===== src/ifsb_params.svh =====
// ifsb_params.svh: register offsets, implemented-bit masks, reset values and response codes
// assumes: included by bare name from every design file of the flag status bank except the package
`ifndef IFSB_PARAMS_SVH
`define IFSB_PARAMS_SVH

// ==========================================================================
// register byte offsets on the axi4-lite slave
`define IFSB_OFF_FLAGS0 8'h00
`define IFSB_OFF_FLAGS1 8'h04
`define IFSB_OFF_FLAGS2 8'h08
`define IFSB_OFF_FLAGS3 8'h0c
`define IFSB_OFF_ENABLE0 8'h10
`define IFSB_OFF_ENABLE1 8'h14
`define IFSB_OFF_ENABLE2 8'h18
`define IFSB_OFF_ENABLE3 8'h1c
`define IFSB_OFF_EVT_STATUS 8'h20
`define IFSB_OFF_EVT_MASK 8'h24

// ==========================================================================
// implemented bits per flag word
// word 0: 15 nvm_flag, 13 conversion_done_flag, 12 uart_a_tx_flag, 11 uart_a_rx_flag,
//   10 spi_a_event_flag, 9 spi_a_fault_flag, 8 timer_c_flag, 7 timer_b_flag,
//   6 compare_b_flag, 5 capture_b_flag, 3 timer_a_flag, 2 compare_a_flag,
//   1 capture_a_flag, 0 ext_irq_zero_flag
// word 1: 15 uart_b_tx_flag, 14 uart_b_rx_flag, 13 ext_irq_two_flag, 12 timer_e_flag,
//   11 timer_d_flag, 9 compare_c_flag, 4 ext_irq_one_flag, 3 pin_change_flag,
//   2 comparator_flag, 1 i2c_a_master_flag, 0 i2c_a_slave_flag
// word 2: 5 capture_c_flag, 1 spi_b_event_flag, 0 spi_b_fault_flag
// word 3: 14 calendar_clock_flag, 2 i2c_b_master_flag, 1 i2c_b_slave_flag
`define IFSB_IMPL0 16'hbfef
`define IFSB_IMPL1 16'hfa1f
`define IFSB_IMPL2 16'h0023
`define IFSB_IMPL3 16'h4006

// ==========================================================================
// reset values
`define IFSB_FLAG_RESET 16'h0000
`define IFSB_ENABLE_RESET 16'h0000
`define IFSB_EVT_RESET 4'h0

// ==========================================================================
// axi response codes
`define IFSB_RESP_OKAY 2'b00
`define IFSB_RESP_SLVERR 2'b10

`endif


===== src/ifsb_pkg.sv =====
// ifsb_pkg.sv: types shared by the flag status bank files
// assumes: constants live in ifsb_params.svh, this package holds only types
package ifsb_pkg;

  // ==========================================================================
  // one flag, enable or data word
  typedef logic [15:0] ifsb_word_t;

  // write channel sequencing, one-hot
  typedef enum logic [2:0] {
    IFSB_WS_IDLE = 3'b001,
    IFSB_WS_EXEC = 3'b010,
    IFSB_WS_RESP = 3'b100
  } ifsb_wstate_t;

  // read channel sequencing, one-hot
  typedef enum logic [1:0] {
    IFSB_RS_IDLE = 2'b01,
    IFSB_RS_RESP = 2'b10
  } ifsb_rstate_t;

  // decoded register select: bits 3:2 group, bits 1:0 word index
  typedef enum logic [3:0] {
    IFSB_SEL_FLAGS0 = 4'h0,
    IFSB_SEL_FLAGS1 = 4'h1,
    IFSB_SEL_FLAGS2 = 4'h2,
    IFSB_SEL_FLAGS3 = 4'h3,
    IFSB_SEL_ENABLE0 = 4'h4,
    IFSB_SEL_ENABLE1 = 4'h5,
    IFSB_SEL_ENABLE2 = 4'h6,
    IFSB_SEL_ENABLE3 = 4'h7,
    IFSB_SEL_EVT_STATUS = 4'h8,
    IFSB_SEL_EVT_MASK = 4'h9,
    IFSB_SEL_NONE = 4'hf
  } ifsb_sel_t;

endpackage : ifsb_pkg


===== src/ifsb_flag_reg.sv =====
// ifsb_flag_reg.sv: one 16-bit interrupt flag word, set by hardware, read/write by software
// assumes: single clock aclk, synchronous active-low reset, write strobe already decoded
`include "ifsb_params.svh"

module ifsb_flag_reg #(
  parameter logic [15:0] IMPL = 16'hffff
) (
  input wire logic aclk,
  input wire logic aresetn,
  input wire logic ce,
  input wire logic [15:0] hw_set,
  input wire logic wr_en,
  input wire logic [15:0] wr_lane,
  input wire logic [15:0] wr_data,
  output logic [15:0] flags
);

  // ==========================================================================
  // next value
  logic [15:0] flags_reg;
  logic [15:0] flags_next;
  logic [15:0] lane_mask;
  logic [15:0] sw_value;

  // software writes only the strobed lanes, ones set and zeros clear
  assign lane_mask = wr_lane & {16{wr_en}};
  assign sw_value = (flags_reg & ~lane_mask) | (wr_data & lane_mask);
  assign flags_next = (sw_value | hw_set) & IMPL;

  // ==========================================================================
  // storage
  // cleared at reset
  always_ff @(posedge aclk) begin
    if (!aresetn) begin
      flags_reg <= `IFSB_FLAG_RESET;
    end else if (ce) begin
      flags_reg <= flags_next;
    end
  end

  assign flags = flags_reg;

endmodule : ifsb_flag_reg


===== src/ifsb_top.sv =====
// ifsb_top.sv: interrupt flag status bank with enables, event summary and axi4-lite slave
// assumes: one clock aclk at 20 MHz, synchronous active-low reset, peripherals give
// request vectors synchronous to aclk, ce held high while the bus is in use
`include "ifsb_params.svh"

// How it works
// - each implemented flag is software read/write and set by its hardware request
// - unimplemented flag positions ignore writes and read back zero
// - flag word 0 upper byte: nvm, -, conversion, uart a tx/rx, spi a, timer c
// - flag word 0 lower byte: timer b, compare b, capture b, -, timer a, compare, capture, ext0
// - word 1 upper: uart b tx/rx, ext2, timer e, timer d, compare c at 9
// - word 1 lower: ext1, pin change, comparator, i2c a master, i2c a slave
// - word 2 holds capture c at 5, spi b event at 1, spi b fault at 0
// - word 3 holds calendar clock at 14, i2c b master at 2, slave at 1
// - every flag and unused bit clears to zero at reset
// - a flag reaches the processor only while its same-position enable bit is one
module ifsb_top (
  input wire logic aclk,
  input wire logic aresetn,
  input wire logic ce,
  input wire logic [7:0] s_axi_awaddr,
  input wire logic s_axi_awvalid,
  output logic s_axi_awready,
  input wire logic [31:0] s_axi_wdata,
  input wire logic [3:0] s_axi_wstrb,
  input wire logic s_axi_wvalid,
  output logic s_axi_wready,
  output logic [1:0] s_axi_bresp,
  output logic s_axi_bvalid,
  input wire logic s_axi_bready,
  input wire logic [7:0] s_axi_araddr,
  input wire logic s_axi_arvalid,
  output logic s_axi_arready,
  output logic [31:0] s_axi_rdata,
  output logic [1:0] s_axi_rresp,
  output logic s_axi_rvalid,
  input wire logic s_axi_rready,
  input wire logic [15:0] src_req_0,
  input wire logic [15:0] src_req_1,
  input wire logic [15:0] src_req_2,
  input wire logic [15:0] src_req_3,
  output logic cpu_irq_req,
  output logic evt_irq
);

  // ==========================================================================
  // shared decoders
  // address to register select, unmapped or unaligned gives none
  function automatic ifsb_pkg::ifsb_sel_t ifsb_decode(input logic [7:0] addr);
    case (addr)
      `IFSB_OFF_FLAGS0: ifsb_decode = ifsb_pkg::IFSB_SEL_FLAGS0;
      `IFSB_OFF_FLAGS1: ifsb_decode = ifsb_pkg::IFSB_SEL_FLAGS1;
      `IFSB_OFF_FLAGS2: ifsb_decode = ifsb_pkg::IFSB_SEL_FLAGS2;
      `IFSB_OFF_FLAGS3: ifsb_decode = ifsb_pkg::IFSB_SEL_FLAGS3;
      `IFSB_OFF_ENABLE0: ifsb_decode = ifsb_pkg::IFSB_SEL_ENABLE0;
      `IFSB_OFF_ENABLE1: ifsb_decode = ifsb_pkg::IFSB_SEL_ENABLE1;
      `IFSB_OFF_ENABLE2: ifsb_decode = ifsb_pkg::IFSB_SEL_ENABLE2;
      `IFSB_OFF_ENABLE3: ifsb_decode = ifsb_pkg::IFSB_SEL_ENABLE3;
      `IFSB_OFF_EVT_STATUS: ifsb_decode = ifsb_pkg::IFSB_SEL_EVT_STATUS;
      `IFSB_OFF_EVT_MASK: ifsb_decode = ifsb_pkg::IFSB_SEL_EVT_MASK;
      default: ifsb_decode = ifsb_pkg::IFSB_SEL_NONE;
    endcase
  endfunction : ifsb_decode

  // implemented-bit mask of each flag word, shared by flags and enables
  function automatic logic [15:0] ifsb_impl(input logic [1:0] idx);
    case (idx)
      2'h0: ifsb_impl = `IFSB_IMPL0;
      2'h1: ifsb_impl = `IFSB_IMPL1;
      2'h2: ifsb_impl = `IFSB_IMPL2;
      default: ifsb_impl = `IFSB_IMPL3;
    endcase
  endfunction : ifsb_impl

  // ==========================================================================
  // declarations
  ifsb_pkg::ifsb_wstate_t wstate_reg;
  ifsb_pkg::ifsb_wstate_t wstate_next;
  ifsb_pkg::ifsb_rstate_t rstate_reg;
  ifsb_pkg::ifsb_rstate_t rstate_next;
  ifsb_pkg::ifsb_sel_t wr_sel;
  ifsb_pkg::ifsb_sel_t rd_sel;
  ifsb_pkg::ifsb_word_t src_req [4];
  ifsb_pkg::ifsb_word_t req_hit [4];
  ifsb_pkg::ifsb_word_t flag_q [4];
  ifsb_pkg::ifsb_word_t enable_reg [4];
  ifsb_pkg::ifsb_word_t wdata_reg;
  ifsb_pkg::ifsb_word_t wr_lane;
  ifsb_pkg::ifsb_word_t rd_word;
  logic [7:0] awaddr_reg;
  logic [1:0] wstrb_reg;
  logic aw_got_reg;
  logic w_got_reg;
  logic awready_reg;
  logic wready_reg;
  logic bvalid_reg;
  logic [1:0] bresp_reg;
  logic arready_reg;
  logic rvalid_reg;
  logic [31:0] rdata_reg;
  logic [1:0] rresp_reg;
  logic aw_take;
  logic w_take;
  logic ar_take;
  logic b_done;
  logic r_done;
  logic aw_got_next;
  logic w_got_next;
  logic wr_fire;
  logic [3:0] wr_flag_en;
  logic [3:0] wr_enable_en;
  logic [3:0] fwd_word;
  logic fwd_any;
  logic cpu_req_reg;
  logic [3:0] evt_hit;
  logic [3:0] evt_status_reg;
  logic [3:0] evt_status_next;
  logic [3:0] evt_mask_reg;
  logic [3:0] evt_mask_next;
  logic stat_rd;
  logic evt_irq_reg;

  // ==========================================================================
  // request inputs gathered by word
  assign src_req[0] = src_req_0;
  assign src_req[1] = src_req_1;
  assign src_req[2] = src_req_2;
  assign src_req[3] = src_req_3;

  // ==========================================================================
  // write channel: address and data taken in either order, then one exec cycle
  assign aw_take = s_axi_awvalid & awready_reg;
  assign w_take = s_axi_wvalid & wready_reg;
  assign b_done = bvalid_reg & s_axi_bready;
  assign aw_got_next = b_done ? 1'b0 : (aw_got_reg | aw_take);
  assign w_got_next = b_done ? 1'b0 : (w_got_reg | w_take);
  assign wr_fire = (wstate_reg == ifsb_pkg::IFSB_WS_EXEC);
  assign wr_sel = ifsb_decode(awaddr_reg);
  assign wr_lane = {{8{wstrb_reg[1]}}, {8{wstrb_reg[0]}}};

  // write sequencing
  always_comb begin
    unique case (wstate_reg)
      ifsb_pkg::IFSB_WS_IDLE: begin
        wstate_next = (aw_got_next & w_got_next) ? ifsb_pkg::IFSB_WS_EXEC : ifsb_pkg::IFSB_WS_IDLE;
      end
      ifsb_pkg::IFSB_WS_EXEC: begin
        wstate_next = ifsb_pkg::IFSB_WS_RESP;
      end
      ifsb_pkg::IFSB_WS_RESP: begin
        wstate_next = b_done ? ifsb_pkg::IFSB_WS_IDLE : ifsb_pkg::IFSB_WS_RESP;
      end
      default: begin
        wstate_next = ifsb_pkg::IFSB_WS_IDLE;
      end
    endcase
  end

  // write handshake flops
  always_ff @(posedge aclk) begin
    if (!aresetn) begin
      wstate_reg <= ifsb_pkg::IFSB_WS_IDLE;
      aw_got_reg <= 1'b0;
      w_got_reg <= 1'b0;
      awready_reg <= 1'b1;
      wready_reg <= 1'b1;
    end else if (ce) begin
      wstate_reg <= wstate_next;
      aw_got_reg <= aw_got_next;
      w_got_reg <= w_got_next;
      awready_reg <= ~aw_got_next;
      wready_reg <= ~w_got_next;
    end
  end

  // write payload capture, only the low half-word and its two lanes matter
  always_ff @(posedge aclk) begin
    if (!aresetn) begin
      awaddr_reg <= 8'h00;
      wdata_reg <= 16'h0000;
      wstrb_reg <= 2'h0;
    end else if (ce) begin
      if (aw_take) awaddr_reg <= s_axi_awaddr;
      if (w_take) wdata_reg <= s_axi_wdata[15:0];
      if (w_take) wstrb_reg <= s_axi_wstrb[1:0];
    end
  end

  // write response, error for an unmapped address
  always_ff @(posedge aclk) begin
    if (!aresetn) begin
      bvalid_reg <= 1'b0;
      bresp_reg <= `IFSB_RESP_OKAY;
    end else if (ce) begin
      bvalid_reg <= wr_fire | (bvalid_reg & ~s_axi_bready);
      if (wr_fire) begin
        bresp_reg <= (wr_sel == ifsb_pkg::IFSB_SEL_NONE) ? `IFSB_RESP_SLVERR : `IFSB_RESP_OKAY;
      end
    end
  end

  // ==========================================================================
  // flag and enable words
  genvar g;
  generate
    for (g = 0; g < 4; g++) begin : gen_word
      localparam logic [1:0] IDX = 2'(g);
      localparam logic [15:0] IMPL = ifsb_impl(IDX);

      // write strobes by group and index
      assign wr_flag_en[g] = wr_fire && (wr_sel[3:2] == 2'b00) && (wr_sel[1:0] == IDX);
      assign wr_enable_en[g] = wr_fire && (wr_sel[3:2] == 2'b01) && (wr_sel[1:0] == IDX);
      assign req_hit[g] = src_req[g] & IMPL;
      assign evt_hit[g] = |req_hit[g];
      // forwarded only where flag and enable meet
      assign fwd_word[g] = |(flag_q[g] & enable_reg[g]);

      // flag word with hardware set and software write
      ifsb_flag_reg #(
        .IMPL(IMPL)
      ) u_flags (
        .aclk(aclk),
        .aresetn(aresetn),
        .ce(ce),
        .hw_set(req_hit[g]),
        .wr_en(wr_flag_en[g]),
        .wr_lane(wr_lane),
        .wr_data(wdata_reg),
        .flags(flag_q[g])
      );

      // enable word at the same bit positions
      always_ff @(posedge aclk) begin
        if (!aresetn) begin
          enable_reg[g] <= `IFSB_ENABLE_RESET;
        end else if (ce && wr_enable_en[g]) begin
          enable_reg[g] <= ((enable_reg[g] & ~wr_lane) | (wdata_reg & wr_lane)) & IMPL;
        end
      end

    end
  endgenerate

  // ==========================================================================
  // processor request: any enabled flag
  assign fwd_any = |fwd_word;

  always_ff @(posedge aclk) begin
    if (!aresetn) begin
      cpu_req_reg <= 1'b0;
    end else if (ce) begin
      cpu_req_reg <= fwd_any;
    end
  end

  // ==========================================================================
  // event summary: one sticky bit per flag word, cleared by reading it
  assign stat_rd = ar_take && (rd_sel == ifsb_pkg::IFSB_SEL_EVT_STATUS);
  assign evt_status_next = (evt_status_reg & {4{~stat_rd}}) | evt_hit;
  assign evt_mask_next = (wr_fire && (wr_sel == ifsb_pkg::IFSB_SEL_EVT_MASK) && wstrb_reg[0])
    ? wdata_reg[3:0] : evt_mask_reg;

  // status, mask and the interrupt line
  always_ff @(posedge aclk) begin
    if (!aresetn) begin
      evt_status_reg <= `IFSB_EVT_RESET;
      evt_mask_reg <= `IFSB_EVT_RESET;
      evt_irq_reg <= 1'b0;
    end else if (ce) begin
      evt_status_reg <= evt_status_next;
      evt_mask_reg <= evt_mask_next;
      evt_irq_reg <= |(evt_status_next & evt_mask_next);
    end
  end

  // ==========================================================================
  // read channel: data registered at the address handshake
  assign ar_take = s_axi_arvalid & arready_reg;
  assign r_done = rvalid_reg & s_axi_rready;
  assign rd_sel = ifsb_decode(s_axi_araddr);
  // unused and unmapped bits read zero
  assign rd_word = (rd_sel[3:2] == 2'b00) ? flag_q[rd_sel[1:0]]
    : (rd_sel[3:2] == 2'b01) ? enable_reg[rd_sel[1:0]]
    : (rd_sel == ifsb_pkg::IFSB_SEL_EVT_STATUS) ? {12'h000, evt_status_reg}
    : (rd_sel == ifsb_pkg::IFSB_SEL_EVT_MASK) ? {12'h000, evt_mask_reg}
    : 16'h0000;
  assign rstate_next = (rstate_reg == ifsb_pkg::IFSB_RS_IDLE)
    ? (ar_take ? ifsb_pkg::IFSB_RS_RESP : ifsb_pkg::IFSB_RS_IDLE)
    : (r_done ? ifsb_pkg::IFSB_RS_IDLE : ifsb_pkg::IFSB_RS_RESP);

  // read handshake
  always_ff @(posedge aclk) begin
    if (!aresetn) begin
      rstate_reg <= ifsb_pkg::IFSB_RS_IDLE;
      arready_reg <= 1'b1;
      rvalid_reg <= 1'b0;
    end else if (ce) begin
      rstate_reg <= rstate_next;
      arready_reg <= (rstate_next == ifsb_pkg::IFSB_RS_IDLE);
      rvalid_reg <= ar_take | (rvalid_reg & ~s_axi_rready);
    end
  end

  // read data and response
  always_ff @(posedge aclk) begin
    if (!aresetn) begin
      rdata_reg <= 32'h00000000;
      rresp_reg <= `IFSB_RESP_OKAY;
    end else if (ce && ar_take) begin
      rdata_reg <= {16'h0000, rd_word};
      rresp_reg <= (rd_sel == ifsb_pkg::IFSB_SEL_NONE) ? `IFSB_RESP_SLVERR : `IFSB_RESP_OKAY;
    end
  end

  // ==========================================================================
  // outputs
  assign s_axi_awready = awready_reg;
  assign s_axi_wready = wready_reg;
  assign s_axi_bvalid = bvalid_reg;
  assign s_axi_bresp = bresp_reg;
  assign s_axi_arready = arready_reg;
  assign s_axi_rvalid = rvalid_reg;
  assign s_axi_rdata = rdata_reg;
  assign s_axi_rresp = rresp_reg;
  assign cpu_irq_req = cpu_req_reg;
  assign evt_irq = evt_irq_reg;
endmodule : ifsb_top


===== config.mk =====
export PLATFORM = sky130hd
export DESIGN_NAME = ifsb_top
export DESIGN_NICKNAME = d
export VERILOG_FILES = /design/src/ifsb_pkg.sv /design/src/ifsb_flag_reg.sv /design/src/ifsb_top.sv
export VERILOG_INCLUDE_DIRS = /design/src
export SDC_FILE = /design/constraint.sdc
export NUM_CORES = 1
export LEC_CHECK = 0
export BUFFER_PORTS_ARGS = -buffer_cell sky130_fd_sc_hd__buf_2
export CAP_MARGIN = 20
export CORE_MARGIN = 2
export CORE_UTILIZATION = 45
export DETAILED_ROUTE_END_ITERATION = 10
export PLACE_DENSITY = 0.69
export SETUP_SLACK_MARGIN = 0.02
export SLEW_MARGIN = 20
export SYNTH_ARGS = -nofsm -noshare
export SYNTH_HDL_FRONTEND = slang
export SYNTH_HIERARCHICAL = 1
export SYNTH_SLANG_ARGS = --single-unit

===== constraint.sdc =====
create_clock -name aclk -period 6.2 [get_ports aclk]
set_clock_uncertainty 0.2 [all_clocks]
set_input_delay 1.24 -clock aclk [delete_from_list [all_inputs] [get_ports aclk]]
set_output_delay 1.24 -clock aclk [all_outputs]
set_load 0.02 [all_outputs]

* Word level (Yosys, flattened, before mapping)
Memories as Yosys holds them, arrays and structs flattened.
Cells that the tools add are included.
** Cells by class
- Reductions and logical operators :: 32
- Bitwise gates (word level) :: 63
- Equal/unequal tests :: 33
- Muxes and demuxes :: 37
- $lt $le $gt $ge :: 1
** Operators by type and width (number)
- $and 16x16->16 :: 11
- $mux 16 :: 8
- $or 16x16->16 :: 6
- $pmux 4 s10 :: 2
- $eq 8x5->1 const B :: 8
- $reduce_or 64->1 :: 1
- $and 15x15->15 :: 4
- $not 16->16 :: 3
- $or 15x15->15 :: 3
- $bmux 16 s2 :: 1
- $eq 8x4->1 const B :: 4
- $eq 8x6->1 const B :: 4
- $and 6x6->6 :: 4
- $eq 4x4->1 const B :: 5
- $logic_and 1x1->1 :: 18
- $or 6x6->6 :: 3
- $and 15x16->16 :: 1
- $and 6x16->16 :: 1
- $eq 8x3->1 const B :: 2
- $logic_not 8->1 :: 2
- $mux 1 :: 15
- $not 15->15 :: 1
- $reduce_or 14->1 :: 1
- $mux 2 :: 6
- 21 further kinds :: 52
** Word-level totals
- Input port bits :: 124
- RAM bits :: 64
- Memories kept :: 1
- Logic and storage cells :: 190
- Flip-flop bits (word level) :: 99
- Output and inout bits :: 43
** Memories
- enable_reg :: words 4, width 16, rd ports 5, clocked after memory_dff 0, wr ports 4, line ifsb_top.sv:86 : ifsb_pkg::ifsb_word_t enable_reg [4];

* Depth between registers and ports, before layout
- Word-level depth :: 10
- Depth in mapped cells :: 7
- Gate-level depth less buffers :: 6

* Hierarchy
The synthesis kept the hierarchy.
** By module, submodules not included
- ifsb_top :: area an instance 5398.9 µm², instances 1, sequential area each 2232.1 µm², cells each 598
- ifsb_flag_reg at gen_word[0].u_flags :: area an instance 878.3 µm², instances 1, sequential area each 280.3 µm², cells each 91
- ifsb_flag_reg at gen_word[1].u_flags :: area an instance 706.9 µm², instances 1, sequential area each 220.2 µm², cells each 76
- ifsb_flag_reg at gen_word[2].u_flags ... :: area an instance 266.5 µm², instances 2, sequential area each 60.1 µm², cells each 32

* Least setup slack after synthesis
Ideal clock, no wire load.
- Path type :: input to register
- From :: input port ce
- To :: memory enable_reg[0][0] in the netlist's numbering, enable pin
- Setup time :: 0.407 ns
- Setup slack :: 2.736 ns
- Required time :: 5.593 ns
- Stages on the path :: 4
- Arrival time :: 2.856 ns
- Buffers on the path :: 0
- Cell sequence :: nand3b_1 -> nor2_1 -> nand4b_1 -> o31ai_1
** RTL lines
- from (decl) :: line ifsb_top.sv:20 : input wire logic ce,
- to (decl) :: line ifsb_top.sv:86

==> flow_metrics.py <==
metrics = {
    "outcome": {
        "status": "finished, final reports clean",
    },
    "pwr": {
        "power_mw": 2.24,
        "ir_drop_uv": 210,
        "p_leak_nw": 3.05,
        "power.density_nw_per_um2": 262,
    },
    "grt": {
        "grt_use_met1_pct": 32.5,
        "grt_use_met3_pct": 4.91,
        "overflow": 0,
        "grt_pass1_wl_um": 32300,
        "busiest_layer": "met2",
        "grt_usage_pct": 23.3,
        "use_met2_pct": 36.1,
        "grt_pass1_vias": 5920,
        "grt_max_degree": 68,
        "antenna_found_initial": 0,
    },
    "finish": {
        "seqCellArea_um2": 2850,
        "multi_input_area_um2": 4230,
        "fill_cells": 1557,
        "diodes": 0,
        "final_layout_size_suffix_gt1_share_pct": 23.2,
        "syn_to_final_growth_pct": 13.7,
        "nets": 1025,
    },
    "logic_synthesis": {
        "ys_warn_count": 6,
        "synth-main-ff-cell": "dfxtp_1",
        "synth_commonest_cells": "nand2_1 (100), dfxtp_1 (96), nor2_1 (55), buf_4 (53), a21oi_1 (47)",
        "yosys.area_share.simple_pct": 24.5,
        "synth-edff-count": 31,
        "synthCells": 829,
        "synthAdderAreaFrac_pct": 0,
        "synthTopCellsByArea": "dfxtp_1 (26%), edfxtp_1 (12%), nor4b_2 (5.4%)",
        "yosysTopAreaCellShare_pct": 25.6,
        "synth.most_common_cell": "nand2_1",
        "synth_area_per_cell_um2": 9.07,
        "synthArstFlopShare_pct": 0,
        "synthMuxAreaShare_pct": 5.34,
        "ys_seq_area_share_pct": 37.9,
        "synth_top_family_by_area": "simple AND/OR/NAND/NOR gates",
        "synth-compound-area-share_pct": 23.7,
        "synthXorXnorAreaFrac_pct": 0,
        "yosysTopAreaCell": "dfxtp_1",
        "yosys_register_bits": 127,
        "synth_area_um2": 7520,
        "synth.distinct_cells": 65,
    },
    "worst_hold_path": {
        "hp-start": "wstrb_reg[1]$_SDFFE_PN0P_",
        "min_to": "wstrb_reg[1]$_SDFFE_PN0P_",
        "holdPathStages": 2,
        "hold_path.class": "register to register",
    },
    "clocking": {
        "clock-sinks": 127,
        "cts-root-buf": "clkbuf_16",
        "cts_resized": 0,
        "clk_pin_slew_worst_paths_ns": 0.06,
        "cts_max_level": 4,
        "cts_setup_buffers": 0,
        "cts_tree": "yes",
        "clock_latency_ns": 0.42,
        "clockBufferDepth": 2,
        "numCtsBuffers": 17,
        "ctsHoldBuffers": 0,
    },
    "timing": {
        "tns_ns": 0,
        "slew_headroom_pct": 32.3,
        "rsz0062_at_grt": "no",
        "finalSetupViolations": 0,
        "hold_violations": 0,
        "fmax_ghz": 0.296,
        "worst_pin_slew_ns": 1.01,
        "period_minus_slack_ns": 3.38,
        "slew_violations": 0,
        "finalCritPeriodShare_pct": 54.5,
    },
    "detailed_routing": {
        "wire_per_inst_um": 18.0,
        "vias": 6415,
        "wl_um": 20400,
        "dr.first_iter.drc_count": 453,
        "via_per_inst": 5.66,
        "dr.pass1.iters": 6,
        "ant_nets": 0,
        "drc": 0,
    },
    "place": {
        "portBuffers": 97,
        "gp_congestion": 0.920,
        "dpl.hpwl_um": 14700,
    },
    "critical_path": {
        "worstSetupPathType": "input pin to register",
        "start_kind": "input pin",
        "cp_slowest_cell": "buf_2",
        "rr_startpoint": "wstate_reg[0]$_SDFFE_PN1P_",
        "critPathTopFamily": "simple AND/OR/NAND/NOR gates",
        "crit_start": "ce",
        "crit_arrival_ns": 3.42,
        "reg2reg_depth": 6,
        "required_ns": 6.24,
        "crit_buf_inv": 1,
        "cp-end-kind": "register",
        "reg2reg_setup_slack_ns": 3.09,
        "path_max_fanout": 39,
        "path_cells": "buf_2 > nand3b_1 > nor2_1 > and4b_1 > nand3_1 > a21oi_1",
        "r2r_end": "gen_word[1].u_flags/flags[3]$_SDFFE_PN0P_",
        "critPathMaxStageDelay_ns": 0.52,
    },
    "floorplan": {
        "dieArea_um2": 17800,
        "die_x_um": 133,
        "start_util_pct": 45.7,
        "pin_count": 167,
        "row_count": 47,
        "die_height_um": 133,
        "fp.coreArea_um2": 16500,
    },
    "flow_run": {
        "drv_cap": 0,
    },
}
[report_power, final]
part	switching [mW]	leakage, nW	internal (mW)
clock network	0.364	0.315	0.702
logic	0.140	1.63	0.0932
registers	0.0524	1.11	0.890
total	0.556	3.05	1.68
[metrics by stage]
step | instances | hold slack [ns] | worst slack, ns | instance area [um^2] | util, %
finish | 1134 | 0.263 | 2.82 | 8540 | 51.9
global route | 1134 | 0.285 | 2.58 | 8540 | 51.9
CTS | 1134 | 0.266 | 2.84 | 8540 | 51.9
detailed placement | 1102 | 0.259 | 2.40 | 7910 | 48.0
global placement | 1102 | 0.253 | 2.43 | 7910 | 48.0
floorplan | 875 | 0.251 | 2.74 | 7690 | -
[routing by layer]
| metal | share of wire, % | routed length [um] |
|---|---|---|
| met2 | 45 | 9250 |
| met5 | 0 | 0 |
| met4 | 2.2 | 447 |
| met3 | 6.3 | 1290 |
| met1 | 46 | 9420 |
[cells by family (layout without fill, tap and decap cells)]
| logic type | Yosys count | after routing |
|---|---|---|
| flops | 127 | 127 |
| buf+inv | 100 | 139 |
| simple gates | 311 | 311 |
| mux | 39 | 39 |
| compound gates | 247 | 247 |
| other cells | 5 | 51 |
[worst max path at each step]
| stage | to | slack (ns) | depth (start not counted) |
|---|---|---|---|
| floorplan | enable_reg[0][0]$_SDFFCE_PN0P_ | 2.74 | 4 |
| global placement | s_axi_rdata[2]$_SDFFE_PN0P_ | 2.43 | 6 |
| detailed placement | s_axi_rdata[2]$_SDFFE_PN0P_ | 2.40 | 6 |
| CTS | s_axi_rdata[2]$_SDFFE_PN0P_ | 2.84 | 6 |
| global route | enable_reg[0][15]$_SDFFCE_PN0P_ | 2.58 | 6 |
| finish | enable_reg[0][15]$_SDFFCE_PN0P_ | 2.82 | 6 |
[cell type report]
| type | instances | area share (%) |
|---|---|---|
| inverter | 2 | 0.0879 |
| multi-input combinational | 648 | 49.5 |
| clock buffer | 24 | 6.02 |
| clock inverter | 8 | 1.42 |
| sequential | 127 | 33.4 |
| timing repair buffer | 105 | 6.38 |
| tap | 220 | 3.22 |
[cell usage in the layout, fill, tap and decap left out, types with 11 or more instances in the layout]
cell type / synthesis / routed
a211oi_1: 13 / 13
a211oi_2: 18 / 18
a21boi_0: 26 / 26
a21oi_1: 47 / 47
a221oi_1: 11 / 11
a22oi_1: 16 / 16
buf_2: 7 / 97
clkbuf_16: 0 / 19
conb_1: 5 / 51
dfxtp_1: 96 / 96
edfxtp_1: 31 / 31
mux2i_1: 30 / 30
nand2_1: 100 / 100
nand2b_1: 31 / 31
nand3_1: 21 / 21
nor2_1: 55 / 55
nor2b_1: 19 / 19
nor4b_2: 27 / 27
o21ai_0: 28 / 28
o21ai_1: 24 / 24
o221ai_1: 11 / 11
[tightest hold or removal path, stage by stage, from the launching register on]
cell      delay, ns
dfxtp_1        0.30
nand2_1        0.05
a21boi_0       0.06
Note: power is estimated with default switching activity, not from simulation.
